==> src/timer_global_pkg.sv <==
// Notes on behaviour
// - Bits 31 to 16 of the global control register read as zero and ignore writes.
// - Bits 7 to 4 of the global control register are read-only and always read as zero.
// - In dual unchained mode with the upper timer enabled, the upper prescale count steps every clock.
// - When the prescale count equals the prescale period, the upper count steps next cycle and the prescale count clears.
// - In one-time enable mode the upper timer stops once the upper count matches the upper period.
// - In continuous enable mode the upper count clears at the next upper count step after matching the upper period and keeps going.
// - The upper prescale period lives in bits 11 to 8, and both it and the prescale count reset to zero.
// - Mode field bits 3 to 2: 00b selects 64-bit general purpose and 01b selects dual unchained.
// - Mode value 10b selects watchdog and 11b selects dual chained.
// - Upper reset bit low holds the upper half in reset and forces its output status low, keeping its count.
// - Lower reset bit low forces the lower output status low and floats the timer pin, keeping its count.
// - While the watchdog is active, writes to either half-reset bit are ignored.
package timer_global_pkg;

    // ------------------------------------------------------------
    // Register map
    // ------------------------------------------------------------
    localparam logic [11:0] global_control_addr = 12'h000;
    localparam logic [11:0] upper_status_addr   = 12'h004;

    localparam int prescale_count_lsb  = 12;
    localparam int prescale_period_lsb = 8;
    localparam int mode_lsb            = 2;
    localparam int upper_rs_bit        = 1;
    localparam int lower_rs_bit        = 0;

    localparam logic [3:0] prescale_reset_value = 4'h0;
    localparam logic [1:0] mode_reset_value     = 2'h0;

    // ------------------------------------------------------------
    // Modes
    // ------------------------------------------------------------
    typedef enum logic [1:0] {
        mode_gp64      = 2'h0,
        mode_unchained = 2'h1,
        mode_watchdog  = 2'h2,
        mode_chained   = 2'h3
    } operating_mode_type;

    typedef enum logic [1:0] {
        ena_off        = 2'h0,
        ena_once       = 2'h1,
        ena_continuous = 2'h2,
        ena_reserved   = 2'h3
    } enable_mode_type;

    typedef struct packed {
        logic [3:0]         upper_prescale_count;
        logic [3:0]         upper_prescale_period;
        operating_mode_type operating_mode_select;
        logic               upper_half_run_n_reset;
        logic               lower_half_run_n_reset;
    } global_control_type;

endpackage

==> src/upper_prescaler.sv <==
module upper_prescaler
    import timer_global_pkg::*;
#(
    parameter int width = 4
) (
    // Clock and reset
    input  wire logic             pclk,
    input  wire logic             presetn,
    // Control
    input  wire logic             run,
    input  wire logic [width-1:0] period,
    input  wire logic             sw_load,
    input  wire logic [width-1:0] sw_value,
    // Status
    output logic      [width-1:0] count_ff,
    output logic                  tick_ff
);
    logic [width-1:0] nxt_count;
    logic             nxt_tick;

    // Refused at elaboration: a zero-width count cannot divide
    if (width < 1) begin
        $error("upper_prescaler width must be at least 1");
    end

    always_comb begin
        nxt_count = count_ff;
        nxt_tick  = 1'b0;
        if (sw_load) begin
            nxt_count = sw_value;
        end else if (run) begin
            if (count_ff == period) begin
                nxt_count = '0;
                nxt_tick  = 1'b1;
            end else begin
                nxt_count = count_ff + 1'b1;
            end
        end
    end

    always_ff @(posedge pclk or negedge presetn) begin
        if (!presetn) begin
            count_ff <= '0;
            tick_ff  <= 1'b0;
        end else begin
            count_ff <= nxt_count;
            tick_ff  <= nxt_tick;
        end
    end
endmodule

==> src/timer_global_control.sv <==
// Added by the designer: the APB interface to the registers and the register offsets.
module timer_global_control
    import timer_global_pkg::*;
#(
    parameter int count_width = 32
) (
    // Clock and reset
    input  wire logic                   pclk,
    input  wire logic                   presetn,
    // APB slave
    input  wire logic                   psel,
    input  wire logic                   penable,
    input  wire logic                   pwrite,
    input  wire logic [11:0]            paddr,
    input  wire logic [31:0]            pwdata,
    output logic      [31:0]            prdata,
    output logic                        pready,
    output logic                        pslverr,
    // Upper half control
    input  wire logic [1:0]             upper_enable_mode,
    input  wire logic [count_width-1:0] upper_period_value,
    input  wire logic                   watchdog_active,
    input  wire logic                   upper_output_raw,
    input  wire logic                   lower_output_raw,
    output logic      [count_width-1:0] upper_count_value,
    output logic                        upper_count_step,
    output logic                        upper_period_match,
    // Decoded mode and half resets
    output operating_mode_type          operating_mode_select,
    output logic                        upper_half_run_n_reset,
    output logic                        lower_half_run_n_reset,
    // Output status and pin
    output logic                        upper_output_state,
    output logic                        lower_output_state,
    output logic                        timer_pin_out,
    output logic                        timer_pin_oe
);
    // ------------------------------------------------------------
    // State
    // ------------------------------------------------------------
    logic [3:0]             period_ff, nxt_period;
    operating_mode_type     mode_ff, nxt_mode;
    logic                   hi_rs_ff, nxt_hi_rs;
    logic                   lo_rs_ff, nxt_lo_rs;
    logic [count_width-1:0] cnt_ff, nxt_cnt;
    logic                   stopped_ff, nxt_stopped;
    logic [31:0]            rdata_ff, nxt_rdata;
    logic [1:0]             ena_ff, nxt_ena;
    logic                   hi_state_ff, nxt_hi_state;
    logic                   lo_state_ff, nxt_lo_state;
    logic [3:0]             presc_count;
    logic                   presc_tick;
    logic                   upper_run;
    logic                   wr_ctrl;
    logic                   rd_access;
    logic                   match;
    global_control_type     view;

    // Refused at elaboration: the count must fit one bus word
    if (count_width < 1 || count_width > 32) begin
        $error("count_width must be 1 to 32");
    end

    // ------------------------------------------------------------
    // Bus decode
    // ------------------------------------------------------------
    // Zero wait states: every access completes in its access phase
    assign pready    = 1'b1;
    assign wr_ctrl   = psel && penable && pwrite && paddr == global_control_addr;
    assign rd_access = psel && !penable && !pwrite;
    assign pslverr   = psel && penable && paddr != global_control_addr && paddr != upper_status_addr;

    // ------------------------------------------------------------
    // Control register
    // ------------------------------------------------------------
    always_comb begin
        nxt_period = period_ff;
        nxt_mode   = mode_ff;
        nxt_hi_rs  = hi_rs_ff;
        nxt_lo_rs  = lo_rs_ff;
        if (wr_ctrl) begin
            nxt_period = pwdata[prescale_period_lsb +: 4];
            nxt_mode   = operating_mode_type'(pwdata[mode_lsb +: 2]);
            // Watchdog running: half resets frozen to protect it
            if (!watchdog_active) begin
                nxt_hi_rs = pwdata[upper_rs_bit];
                nxt_lo_rs = pwdata[lower_rs_bit];
            end
        end
    end

    always_ff @(posedge pclk or negedge presetn) begin
        if (!presetn) begin
            period_ff <= prescale_reset_value;
            mode_ff   <= operating_mode_type'(mode_reset_value);
            hi_rs_ff  <= 1'b0;
            lo_rs_ff  <= 1'b0;
        end else begin
            period_ff <= nxt_period;
            mode_ff   <= nxt_mode;
            hi_rs_ff  <= nxt_hi_rs;
            lo_rs_ff  <= nxt_lo_rs;
        end
    end

    // ------------------------------------------------------------
    // Upper half prescale and count
    // ------------------------------------------------------------
    assign match     = cnt_ff == upper_period_value;
    assign upper_run = mode_ff == mode_unchained && hi_rs_ff && !stopped_ff
                       && (ena_ff == ena_once || ena_ff == ena_continuous);

    upper_prescaler #(
        .width    (4)
    ) prescaler (
        .pclk     (pclk),
        .presetn  (presetn),
        .run      (upper_run),
        .period   (period_ff),
        .sw_load  (wr_ctrl),
        .sw_value (pwdata[prescale_count_lsb +: 4]),
        .count_ff (presc_count),
        .tick_ff  (presc_tick)
    );

    always_comb begin
        nxt_cnt     = cnt_ff;
        nxt_stopped = stopped_ff;
        nxt_ena     = upper_enable_mode;
        // Re-arm a stopped one-shot when software changes the enable mode
        if (upper_enable_mode != ena_ff) begin
            nxt_stopped = 1'b0;
        end
        if (presc_tick && hi_rs_ff) begin
            if (match && ena_ff == ena_continuous) begin
                nxt_cnt = '0;
            end else if (match && ena_ff == ena_once) begin
                nxt_stopped = 1'b1;
            end else begin
                nxt_cnt = cnt_ff + 1'b1;
            end
        end
        if (match && ena_ff == ena_once && upper_enable_mode == ena_once) begin
            nxt_stopped = 1'b1;
        end
    end

    always_ff @(posedge pclk or negedge presetn) begin
        if (!presetn) begin
            cnt_ff     <= '0;
            stopped_ff <= 1'b0;
            ena_ff     <= ena_off;
        end else begin
            cnt_ff     <= nxt_cnt;
            stopped_ff <= nxt_stopped;
            ena_ff     <= nxt_ena;
        end
    end

    // ------------------------------------------------------------
    // Output status and pin
    // ------------------------------------------------------------
    always_comb begin
        nxt_hi_state = hi_rs_ff ? upper_output_raw : 1'b0;
        nxt_lo_state = lo_rs_ff ? lower_output_raw : 1'b0;
    end

    always_ff @(posedge pclk or negedge presetn) begin
        if (!presetn) begin
            hi_state_ff <= 1'b0;
            lo_state_ff <= 1'b0;
        end else begin
            hi_state_ff <= nxt_hi_state;
            lo_state_ff <= nxt_lo_state;
        end
    end

    // ------------------------------------------------------------
    // Read data
    // ------------------------------------------------------------
    always_comb begin
        view.upper_prescale_count   = presc_count;
        view.upper_prescale_period  = period_ff;
        view.operating_mode_select  = mode_ff;
        view.upper_half_run_n_reset = hi_rs_ff;
        view.lower_half_run_n_reset = lo_rs_ff;
    end

    always_comb begin
        nxt_rdata = rdata_ff;
        if (rd_access) begin
            nxt_rdata = 32'h0000_0000;
            if (paddr == global_control_addr) begin
                // Upper word and bits 7..4 stay zero
                nxt_rdata[15:8] = {view.upper_prescale_count, view.upper_prescale_period};
                nxt_rdata[3:0]  = {view.operating_mode_select,
                                   view.upper_half_run_n_reset, view.lower_half_run_n_reset};
            end else if (paddr == upper_status_addr) begin
                nxt_rdata[count_width-1:0] = cnt_ff;
            end
        end
    end

    always_ff @(posedge pclk or negedge presetn) begin
        if (!presetn) begin
            rdata_ff <= 32'h0000_0000;
        end else begin
            rdata_ff <= nxt_rdata;
        end
    end

    // ------------------------------------------------------------
    // Outputs
    // ------------------------------------------------------------
    assign prdata                 = rdata_ff;
    assign upper_count_value      = cnt_ff;
    assign upper_count_step       = presc_tick && hi_rs_ff;
    assign upper_period_match     = match;
    assign operating_mode_select  = mode_ff;
    assign upper_half_run_n_reset = hi_rs_ff;
    assign lower_half_run_n_reset = lo_rs_ff;
    assign upper_output_state     = hi_state_ff;
    assign lower_output_state     = lo_state_ff;
    assign timer_pin_out          = lo_state_ff;
    assign timer_pin_oe           = lo_rs_ff;
endmodule

==> config.mk <==
export PLATFORM = sky130hd
export DESIGN_NAME = timer_global_control
export DESIGN_NICKNAME = d
export VERILOG_FILES = /design/src/timer_global_pkg.sv /design/src/upper_prescaler.sv /design/src/timer_global_control.sv
export SDC_FILE = /design/constraint.sdc
export NUM_CORES = 1
export LEC_CHECK = 0
export BUFFER_PORTS_ARGS = -buffer_cell sky130_fd_sc_hd__buf_2
export CAP_MARGIN = 15
export CORE_MARGIN = 5
export CORE_UTILIZATION = 54
export DETAILED_ROUTE_END_ITERATION = 10
export PLACE_DENSITY_LB_ADDON = 0.12
export SYNTH_ARGS = -nofsm -noshare
export SYNTH_HDL_FRONTEND = slang
export SYNTH_SLANG_ARGS = --single-unit
==> constraint.sdc <==
create_clock -name pclk -period 3.9 [get_ports pclk]
set_input_delay 0.975 -clock pclk [delete_from_list [all_inputs] [get_ports pclk]]
set_output_delay 0.975 -clock pclk [all_outputs]
set_load 0.05 [all_outputs]
==> reports/summary.md, run 1 <==
Data on the critical path arrives at its endpoint at 2.47 ns. The total CTS buffers is 9, and the final routed wire length divided by cell count is 18.8 um. The run gives 0.00970 ns as the final clock skew. For the hold violation count in the final report, the log shows 0. The category of cells accounting for the largest share of critical-path delay is simple AND/OR/NAND/NOR gates. The average cell area after synthesis is 9.90 um^2, and the number of post-CTS setup repair buffers is 0. The run gives 0.451 ns as the final worst slack.

For the worst-skew pair, the clock arrives at the later sink with an insertion delay of 0.36 ns. The tools report the reported net switching power as 386 uW. The period utilization is 88.4%.

The library cell contributing the largest single delay on the critical path was sky130_fd_sc_hd__nor4_1. The maximum fanout along the worst path was 3; the delay of the slowest cell on the worst path was 0.45 ns. The die covers 10500 um^2.

Based on the critical path, the design can be clocked at up to 0.290 GHz. The highest layer touched by signal routing is met4. Walking the worst path, the cells encountered are buf_2 > xor2_1 > nor4_1 > nand4_1 > nor2_1 > buf_2.

The synthesized design contains 82 register bits. Hold timing on the final database bottoms out at a slack of 0.439 ns. Setup violations remaining at the end of the flow were counted as 0. Per report_power, the clock group accounts for 43.9% of the total. Headroom to the max-slew limit came out at 38.3%.

At the end of routability-driven placement, the weighted congestion stood at 0.955. The run finished with clean final reports. Summed over all cells, the static leakage comes to 2.60 nW. STA classifies the critical path startpoint as an input port.

The wire-length estimate of the detail-placed layout is 9630 um. The number of buffers and inverters on the critical path is 2. The antenna diode instance count was 0; the via count of the first global-routing pass was 3968.

Fill cells in the final layout number 691. After floorplanning, the core was divided into 33 placement rows. Summing internal, switching and leakage power gives 1.71 mW. The clock transition time at the flip-flop clock pins of the worst setup and hold paths was 0.09 ns. Of the total power, registers draw 49.9%. Entering global routing, the biggest net connects 83 pins. The tools report the detailed-routing wirelength on met1 as 5580 um.

The run gives 3 as the deepest level of the CTS H-tree. Counting flops with a built-in enable in the synthesized netlist gives 0. Total wire length: 13200 um.

The worst setup path is captured at an output port. The kind of critical path is in -> out. Counting flops with an async set or reset pin after synthesis yields a share of 100%. The region available for standard cell placement spans 8260 um^2. The vertical die dimension was 102 um; the wire length of the first global-routing pass was 20300 um. Buffers inserted to repair hold after CTS numbered 0. For the routed length on met2, the log shows 6180 um.

Once the clock tree was built, the resizer swapped 0 gates to a different size. The run gives 0 as the yosys synthesis warning count. For the finished layout, the period the worst path requires is 3.45 ns.

TritonCTS built the clock tree. The via-per-instance ratio was 6.19; the max-cap violation count was 0. In this run the cell area measured after placement is 5320 um^2.

The worst-margin pin slew is 0.917 ns. The net count of the mapped netlist was 554. The initial core utilization was 55.7%; the maximum clock path buffer count was 2. Once detail routing completed, the nets flagged for antenna violations numbered 0. Dominant cell type by count on the critical path: sky130_fd_sc_hd__buf_2. The tree built by TritonCTS fans out to 82 sinks. The power per cell area came out at 306 nW/um^2. Setup repair after global routing left no endpoint under its margin. The tools report the clock root buffer master as sky130_fd_sc_hd__clkbuf_8. The dominant synthesized flop cell was sky130_fd_sc_hd__dfrtp_1. The tools report the sequential element share of the synthesized area as 44.7%. The summed area of non-filler cells in the final layout was 5580 um^2; the met3 wire length was 1160 um. Final number of max-transition violations: 0. The run gives 197 uV as the peak supply drop. Synthesis handed over a netlist of 464 instances. The fraction of final layout cells sized beyond drive strength 1 was 32.6%; the sum of negative setup slack was 0 ns. For this block, the via count after detailed routing is 4334. In this run the count of I/O pins placed on the die edge is 162. The internal portion of the total power is 1.32 mW. After global routing the overflow that remains totals 0. For this block, the initial DRC count from the detailed router was 259. Global routing used 25.2% of the available tracks. The proportion of total power due to net switching was 22.6%; the post-synthesis to final-layout area growth was 21.5%. The number of antenna violations at the first check in global routing is 0, and the number of buffer cells added on primary ports is 140. In this run the worst hold path is classified as in -> async.

In the final design database the tool counted 680 nets. The post-synthesis cell area was 4600 um^2; the DRC violation count after routing was 0. For the worst setup path, the data required time is 2.92 ns. The first detailed-routing pass took 5 iterations.

The placement-stage worst setup slack was 0.464 ns; the part of the power in combinational logic was 6.1%. The die is 102 um wide. Counting distinct cell types in the post-synthesis netlist gives 57.
## state kept, by name, indices dropped and copies added, names as in the netlist, 2 cells and up
signal,count
ena_ff,2
operating_mode_select,2
period_ff,4
prdata,32
prescaler.count_ff,4
upper_count_value,32
## metrics by stage
stage | std cells | util (%)
after global routing | 700 | 67.6
after global placement | 683 | 64.4
final | 700 | 67.6
after floorplan | 464 | -
after detailed placement | 683 | 64.4
after CTS | 699 | 67.3
## kinds of logic after synthesis
| kind of cell | synth area share (%) |
|---|---|
| xor gates and xnor gates | 7.24 |
| adders and majority gates | 1.09 |
| AOI/OAI and AO/OA | 16.1 |
| other | 0.0816 |
| muxes | 4.57 |
| buffers and inverters | 5.23 |
| and+or+nand+nor | 21.0 |
| DFF | 44.7 |
## layer usage
layer / vias to the layer above / global-route usage (%)
met5: - / 0
li1: 1981 / -
met4: 0 / 8.88
met1: 2124 / 36.0
met3: 20 / 4.10
met2: 209 / 38.9
## placed cells by master, fill, tap and decap left out, types with 3 or more instances in the layout
cell                        count
sky130_fd_sc_hd__a21oi_1       31
sky130_fd_sc_hd__a22o_1        20
sky130_fd_sc_hd__a31oi_1        3
sky130_fd_sc_hd__and2_1         3
sky130_fd_sc_hd__and3_1         4
sky130_fd_sc_hd__buf_2        139
sky130_fd_sc_hd__buf_4          9
sky130_fd_sc_hd__bufinv_16      3
sky130_fd_sc_hd__clkbuf_8       9
sky130_fd_sc_hd__dfrtp_1       82
sky130_fd_sc_hd__ha_1           4
sky130_fd_sc_hd__inv_1         10
sky130_fd_sc_hd__mux2_2         8
sky130_fd_sc_hd__mux2i_1       12
sky130_fd_sc_hd__nand2_1       43
sky130_fd_sc_hd__nand2b_1       3
sky130_fd_sc_hd__nand3_1       15
sky130_fd_sc_hd__nand3b_1       4
sky130_fd_sc_hd__nand4_1       11
sky130_fd_sc_hd__nor2_1        15
sky130_fd_sc_hd__nor3_1         4
sky130_fd_sc_hd__nor4_1        16
sky130_fd_sc_hd__o21ai_0        9
sky130_fd_sc_hd__o311ai_0       3
sky130_fd_sc_hd__o31ai_1       30
sky130_fd_sc_hd__o41ai_1        3
sky130_fd_sc_hd__or3_1          8
sky130_fd_sc_hd__or4_1         18
sky130_fd_sc_hd__xor2_1        36
## cell usage after synthesis, drive strengths merged (4+ instances only)
master  instances  area share [%]
o31ai          30             4.9
mux2i          12             2.6
or4            21             3.6
clkbuf         15             1.2
a21oi          32             3.6
inv            13             1.2
nand2          43             3.5
o21ai           9            0.98
nor3            7             1.1
buf            19             2.8
nor4           17             2.5
nand4          12             2.0
or3             8             1.1
and3            4            0.54
mux2            8             2.0
a22o           20             3.8
nand3          17             2.1
xor2           36             6.9
dfrtp          82              45
ha              4             1.1
nand3b          4            0.65
nor2           16             1.4
## worst reg2reg max path, cell delays in order (launching register included)
cell	delay (ns)
sky130_fd_sc_hd__dfrtp_1	0.43
sky130_fd_sc_hd__nand2_1	0.31
sky130_fd_sc_hd__nor2_1	0.56
sky130_fd_sc_hd__and2_1	0.28
sky130_fd_sc_hd__nand2_1	0.36
sky130_fd_sc_hd__or4_2	0.66
sky130_fd_sc_hd__a21oi_1	0.16
## path summary, 6_finish.rpt
check                                       startpoint                    to  slack (ns)  cells past startpoint
worst max-delay path            upper_period_value[18]    upper_period_match        0.45                      6
worst min-delay path                           presetn            prdata[11]        0.44                      1
worst max register to register  upper_half_run_n_reset  upper_count_value[8]        1.07                      6
worst min register to register              prdata[14]            prdata[14]        0.48                      2
max in group asynchronous                      presetn             ena_ff[1]        2.86                      2
min in group pclk                           prdata[14]            prdata[14]        0.48                      2
## power by group through the flow
stage | Clock (mW) | Combinational, mW | Sequential, mW
after detailed placement | 0 | 0.101 | 0.869
after floorplan | 0 | 0.0364 | 0.870
after CTS | 0.760 | 0.102 | 0.852
final | 0.750 | 0.105 | 0.852
after global routing | 0.795 | 0.115 | 0.852
after global placement | 0 | 0.0998 | 0.869
## layout make-up
class | count | area, um^2 | share of cell area, %
clock buffers | 10 | 128 | 2.29
clock inverters | 6 | 114 | 2.04
inverters | 13 | 53.8 | 0.963
multi-input cells | 335 | 2310 | 41.5
flip-flops and latches | 82 | 2050 | 36.7
well taps | 105 | 131 | 2.35
repair buffers | 149 | 791 | 14.2
Note: power is estimated with default switching activity, not from simulation.
==> run 2: changes to the inputs <==
Settings changed: PLACE_DENSITY set to 0.95, PLACE_DENSITY_LB_ADDON 0.12 to not set.
==> run 2 against run 1 <==
Compared with the run above:
- clock power decreased by 15%
- sequential power about the same
- sequential share of layout area increased by 0.30 points
- global-route usage increased by 2.2 points
- critical path type unchanged
- largest cell class unchanged
- largest power group unchanged
==> reports/summary.md, run 2 (synthesis results as in run 1) <==
The net count of the finished layout is 679. The worst register-to-register path begins at upper_half_run_n_reset. After layout, the design draws a total of 1.60 mW. The floorplan step set the die height to 102 um. From synthesis to final layout, the design area changed by 20.5%. The DRC violation count after routing is 0, and the final clock skew is 0.00856 ns. The total overflow left after global routing is 0.

Worst slew slack as a fraction of its limit: 44.5%. The run finished with clean final reports. The H-tree was split into 3 levels.

The tools report the post-cts hold buffer count as 0. For the via count of the first global-routing pass, the log shows 4366. The most critical setup path has its startpoint at upper_period_value[2]. The final route contains 4525 vias.

TritonCTS built the clock tree. In the routed layout, each cell is associated on average with a via count of 6.47. The critical path goes through buf_2 > xor2_1 > nor4_1 > nand4_1 > nor2_1 > buf_2. In this run the static leakage power is 2.58 nW.

VDD sags by at most 178 uV. The maximum fanout along the worst path came out at 3. For this run, the total global-route usage over all layers was measured as 27.4%. Dominant cell type by count on the critical path: sky130_fd_sc_hd__buf_2.

Path class of the lowest-slack min-delay path: in -> async. Clock tree synthesis found a total of 82 sinks. The library cell contributing the largest single delay on the critical path is sky130_fd_sc_hd__nor4_1.

The worst setup path is captured at an output port. The tools report the antenna diode instance count as 0. The length in cells of the worst reg-to-reg path is 6, and the quantity of gates resized following cts is 0. Kind of critical path: in -> out.

Counting the buffers created by CTS gives 9. The cell sitting at the root of the clock tree is a sky130_fd_sc_hd__clkbuf_8. Among cell families on the critical path, the largest total delay comes from simple AND/OR/NAND/NOR gates.

In the layout the commonest cells are sky130_fd_sc_hd__buf_2 (139), sky130_fd_sc_hd__dfrtp_1 (82), sky130_fd_sc_hd__nand2_1 (43). Timing would allow up to 0.284 GHz. The detailed router finished its first iteration with 523 violations. Hold violation count in the final report: 0.

For the pin with the worst max-slew slack, the measured transition is 0.826 ns. Port buffering added 140 buffers. At the placement stage, the worst setup path has a slack of 0.507 ns. The count of nets left with antenna violations once routing finished came out at 0.

Entering global routing, the biggest net connects 83 pins. STA classifies the critical path startpoint as an input port. The final number of max-transition violations is 0, and the area of the core region is 8260 um^2. The clock transition time at the flip-flop clock pins of the worst setup and hold paths is 0.09 ns, and the power per cell area is 288 nW/um^2.

Leading cell type in the layout, fill and taps excluded: sky130_fd_sc_hd__buf_2. The horizontal die dimension is 102 um, and the count of pins on the block boundary is 162. The number of antenna violations at the first check in global routing came out at 0.

The data arrival at the endpoint of the critical path is 2.54 ns, and the final routed wire length divided by cell count is 20.2 um. For the worst setup path, the data required time is 2.92 ns. The pre-antenna-repair detailed-routing pass consisted of 8 iterations. The clock latency at the later pin of the worst-skew pair is 0.35 ns. In the final layout, the share of cells above drive strength 1 is 32.5%. The placer's final routability congestion estimate came out at 0.912. The number of buffers and inverters on the critical path is 2. In the finished design, the share of the clock period the worst path needs comes to 90.2%.

Endpoint of the worst-slack reg-to-reg timing path: upper_count_value[8]. The final setup violation count was 0. For this run, the slowest stage of the critical path takes 0.50 ns. The number of post-CTS setup repair buffers is 0, and the maximum clock path buffer count is 2.

After routing, the total negative slack on setup checks comes to 0 ns. The run gives 55.7% as the initial core utilization. The final period demand of the worst path is 3.52 ns, and the final worst slack is 0.383 ns. Setup repair after global routing left no endpoint under its margin. The floorplan step defined a die boundary enclosing 10500 um^2. After detailed routing, the total wire length is 14100 um. After legalization and detailed placement, the total HPWL measured 10100 um.

Once layout is complete, the utilization of the core stands at 67.1%. Across the run, the number of max-cap violations was 0. The first global-routing pass estimated 22500 um of wire. For flop-to-flop paths, the worst setup slack is 1.07 ns.

The floorplan has 33 rows.
[run 2: routing by layer]
metal	vias up	GRT usage (%)	routed length (um)
met2	321	43.8	6890
met4	0	12.8	631
li1	1984	-	-
met5	-	0	0
met1	2153	35.6	5150
met3	67	5.87	1460
[run 2: worst reg2reg max path, delay by kind of cell, from the launching register on]
kind / cells / cell delay, ns
flip-flops: 1 / 0.44
AND/OR/NAND/NOR: 5 / 2.16
AO/OA/AOI/OAI: 1 / 0.16
[run 2: final cells by class]
cell class	count	area (um^2)
fillers	620	2720
repair buffers	148	783
well taps	105	131
multi-input cells	335	2310
clock inverters	5	62.6
clock buffers	11	141
flip-flops and latches	82	2050
inverters	13	53.8
[run 2: power by group]
| group | leakage [nW] | internal [mW] | switching [mW] | total (mW) |
|---|---|---|---|---|
| clock network | 0.0962 | 0.317 | 0.322 | 0.639 |
| logic | 1.50 | 0.0421 | 0.0629 | 0.105 |
| registers | 0.990 | 0.851 | 0.00131 | 0.852 |
[run 2: worst max path at each step]
stage                          to  slack, ns  cells past startpoint
4_1_cts        upper_period_match       0.50                      6
6_report       upper_period_match       0.38                      6
2_1_floorplan  upper_period_match       0.61                      4
3_5_place_dp   upper_period_match       0.51                      6
5_1_grt        upper_period_match       0.40                      6
3_3_place_gp   upper_period_match       0.46                      6
[run 2: stage by stage]
| step | cell area [um^2] | cells | hold slack (ns) |
|---|---|---|---|
| after floorplan | 4600 | 464 | 0.511 |
| after global routing | 5540 | 699 | 0.442 |
| after global placement | 5310 | 682 | 0.457 |
| after detailed placement | 5310 | 682 | 0.465 |
| after CTS | 5510 | 698 | 0.482 |
| final | 5540 | 699 | 0.447 |
==> run 3: changes to the inputs <==
Settings changed: CELL_PAD_IN_SITES_DETAIL_PLACEMENT set to 1, CELL_PAD_IN_SITES_GLOBAL_PLACEMENT set to 2, CORE_UTILIZATION 54 to 32.
==> run 3 against run 2 <==
Compared with the run above:
- power is 10% higher
- routed wire length is 12% higher
- count of clock-buffer cells in the layout is the same
- via count decreased by 4.7%
- design area rose by 3.6%
- cell count grew 11%
==> reports/summary.md, run 3 (synthesis results as in run 1) <==
The run finished with clean final reports. Global router's overall resource usage: 19.4%. The worst slew slack as a fraction of its limit was 48.6%; the total CTS buffers was 9. The run gives 0 as the max-cap violation count. The logs give 0.0125 ns for the final clock skew and 0 for the post-cts hold buffer count. Together, buffers and inverters on the worst path number 2. The sequential cells in the finished layout cover a total of 2050 um^2. Once the floorplan was initialized, standard cells occupied 32.9% of the core.

In this run the most used layer during global routing was met2. In this design, the stage delay of the slowest critical-path cell is 0.52 ns. TritonCTS built the clock tree. For this block, the routed nets add up to 15900 um of wire. Hold timing on the final database bottoms out at a slack of 0.477 ns. Of the total power, the clock network draws 45.4%.

Setup repair after global routing left no endpoint under its margin. The tools report the met1 usage in global routing as 25.3%. The proportion of total power due to net switching was 23.9%; the utilization after layout was 41.0%. Buffers added to address setup during post-CTS repair amount to 0.

The H-tree generated during clock tree synthesis spans 3 levels. Entering global routing, the biggest net connects 83 pins. The maximum clock path buffer count came out at 2. In the layout the commonest cells are sky130_fd_sc_hd__buf_2 (139), sky130_fd_sc_hd__dfrtp_1 (82), sky130_fd_sc_hd__nand2_1 (42). The period utilization works out to 89.3%.

Data arrival at the endpoint of the critical path: 2.51 ns. For the number of antenna violations at the first check in global routing, the log shows 0. The critical path goes through buf_2 > xor2_1 > nor4_1 > nand4_1 > nor2_1 > buf_2.

Total power for the finished layout comes to 1.76 mW. The tools report the final number of max-transition violations as 0. STA classifies the critical path endpoint as an output port. For the peak supply drop, the log shows 181 uV. The quantity of gates resized following cts was 0.

The clock root buffer master is sky130_fd_sc_hd__clkbuf_16. In this run the power spent charging and discharging nets is 421 uW. In the routed layout, each cell is associated on average with a via count of 5.55. The repair_antennas step left the layout with diodes totalling 0. Across all layers, the routed design uses 4314 vias.

At the end of the flow, the number of nets in the layout was 682. Compared with the post-synthesis result, the final layout area differs by 24.9%. The clock latency at the later pin of the worst-skew pair was 0.35 ns. Detailed placement ended at an HPWL of 11900 um. The analysis attributes to cell leakage a power of 2.63 nW. The total area inside the core boundary comes to 14000 um^2.

For this run the aggregate overflow at the end of global routing stands at 0. The run gives 3.44% as the met3 demand-to-capacity share in global routing. The clock period could shrink to 3.48 ns. Data on the critical path is required at its endpoint by 2.92 ns. The final routed wire length divided by cell count was 20.4 um; the detailed-router iteration count before antenna repair was 4. The peak clock frequency supported by timing is 0.287 GHz, and the number of buffer cells added on primary ports is 140. In this run, the combinational gates consume 6.1% of the power. For this run, global-route usage on met2 was measured as 32.0%. In this run the count of I/O pins placed on the die edge is 162. The cell family contributing the most delay on the critical path is simple AND/OR/NAND/NOR gates. In this run the core area contains 43 standard-cell rows.

Wire length of the first global-routing pass: 25500 um. The post-route netlist has 33.0% of its cells at a drive strength greater than 1. The logs give 4658 for the via count of the first global-routing pass and 0 for the final setup violation count. Of the total power, registers draw 48.5%.

The slowest stage of the critical path belongs to the cell sky130_fd_sc_hd__nor4_1. From bottom edge to top edge, the die measures 130 um. Dominant cell type by count on the critical path: sky130_fd_sc_hd__buf_2.

Hold violation count in the final report: 0. CTS saw 82 sinks. Leading cell type in the layout, fill and taps excluded: sky130_fd_sc_hd__buf_2.

Cell internal power was estimated by the tool at 1.34 mW. In this run the remaining antenna-violating nets after routing total 0. In this run the power density over the cells is 307 nW/um^2. The tools report the number of DRC violations after detailed-routing iteration 0 as 198. The sum of negative setup slack was 0 ns; the clock transition time at the flip-flop clock pins of the worst setup and hold paths was 0.06 ns. By startpoint and endpoint, the worst setup path is classified as in -> out. The horizontal die dimension was 130 um. DRC violation count after routing: 0. The tools report the placer's final routability congestion estimate as 0.901. The path class of the lowest-slack min-delay path is reg -> reg.

After filler insertion, the fill cell instance count of the layout stands at 1646. Maximum fanout along the worst path: 3. Summing all multi-input logic gate instances after layout gives 2320 um^2.

The floorplan step defined a die boundary enclosing 16900 um^2. STA classifies the critical path startpoint as an input port. At the pin with the least slew margin, the transition time is 0.764 ns.
## run 3: worst paths after layout
check                                        from                    end  slack (ns)  cells past startpoint
min                                     prdata[2]              prdata[2]        0.48                      2
min reg2reg                             prdata[2]              prdata[2]        0.48                      2
min in group asynchronous                 presetn     lower_output_state        0.58                      1
max reg2reg                upper_half_run_n_reset   upper_count_value[8]        0.95                      6
max                        upper_period_value[26]     upper_period_match        0.42                      6
max in group asynchronous                 presetn  upper_count_value[21]        2.69                      2
## run 3: layer usage
metal | wire [um] | vias up
met3 | 942 | 26
met2 | 7710 | 127
met5 | 0 | -
met1 | 6810 | 2171
met4 | 426 | 0
li1 | - | 1990
## run 3: tightest hold or removal path, stage by stage (launching register included)
cell and delay, ns:
sky130_fd_sc_hd__dfrtp_1 0.34, sky130_fd_sc_hd__nand2_1 0.05, sky130_fd_sc_hd__o31ai_1 0.06
## run 3: stage by stage
step	cells	setup slack, ns	area (um^2)
4_1_cts	776	0.374	5710
5_1_grt	777	0.233	5740
2_1_floorplan	464	0.613	4600
3_5_place_dp	760	0.392	5440
6_report	777	0.417	5740
3_3_place_gp	760	0.400	5440
## run 3: area by class of cell
cell class,count,area share [%]
Multi-Input combinational cell,335,40.4
Sequential cell,82,35.8
Clock buffer,11,4.23
Timing Repair Buffer,151,14.3
Inverter,13,0.937
Tap cell,180,3.92
Clock inverter,5,0.523
## run 3: power by group through the flow
| stage | clock network (mW) | logic [mW] | registers [mW] |
|---|---|---|---|
| floorplan | 0 | 0.0364 | 0.870 |
| global placement | 0 | 0.102 | 0.869 |
| detailed placement | 0 | 0.105 | 0.869 |
| CTS | 0.813 | 0.106 | 0.853 |
| global route | 0.862 | 0.119 | 0.853 |
| finish | 0.800 | 0.108 | 0.853 |
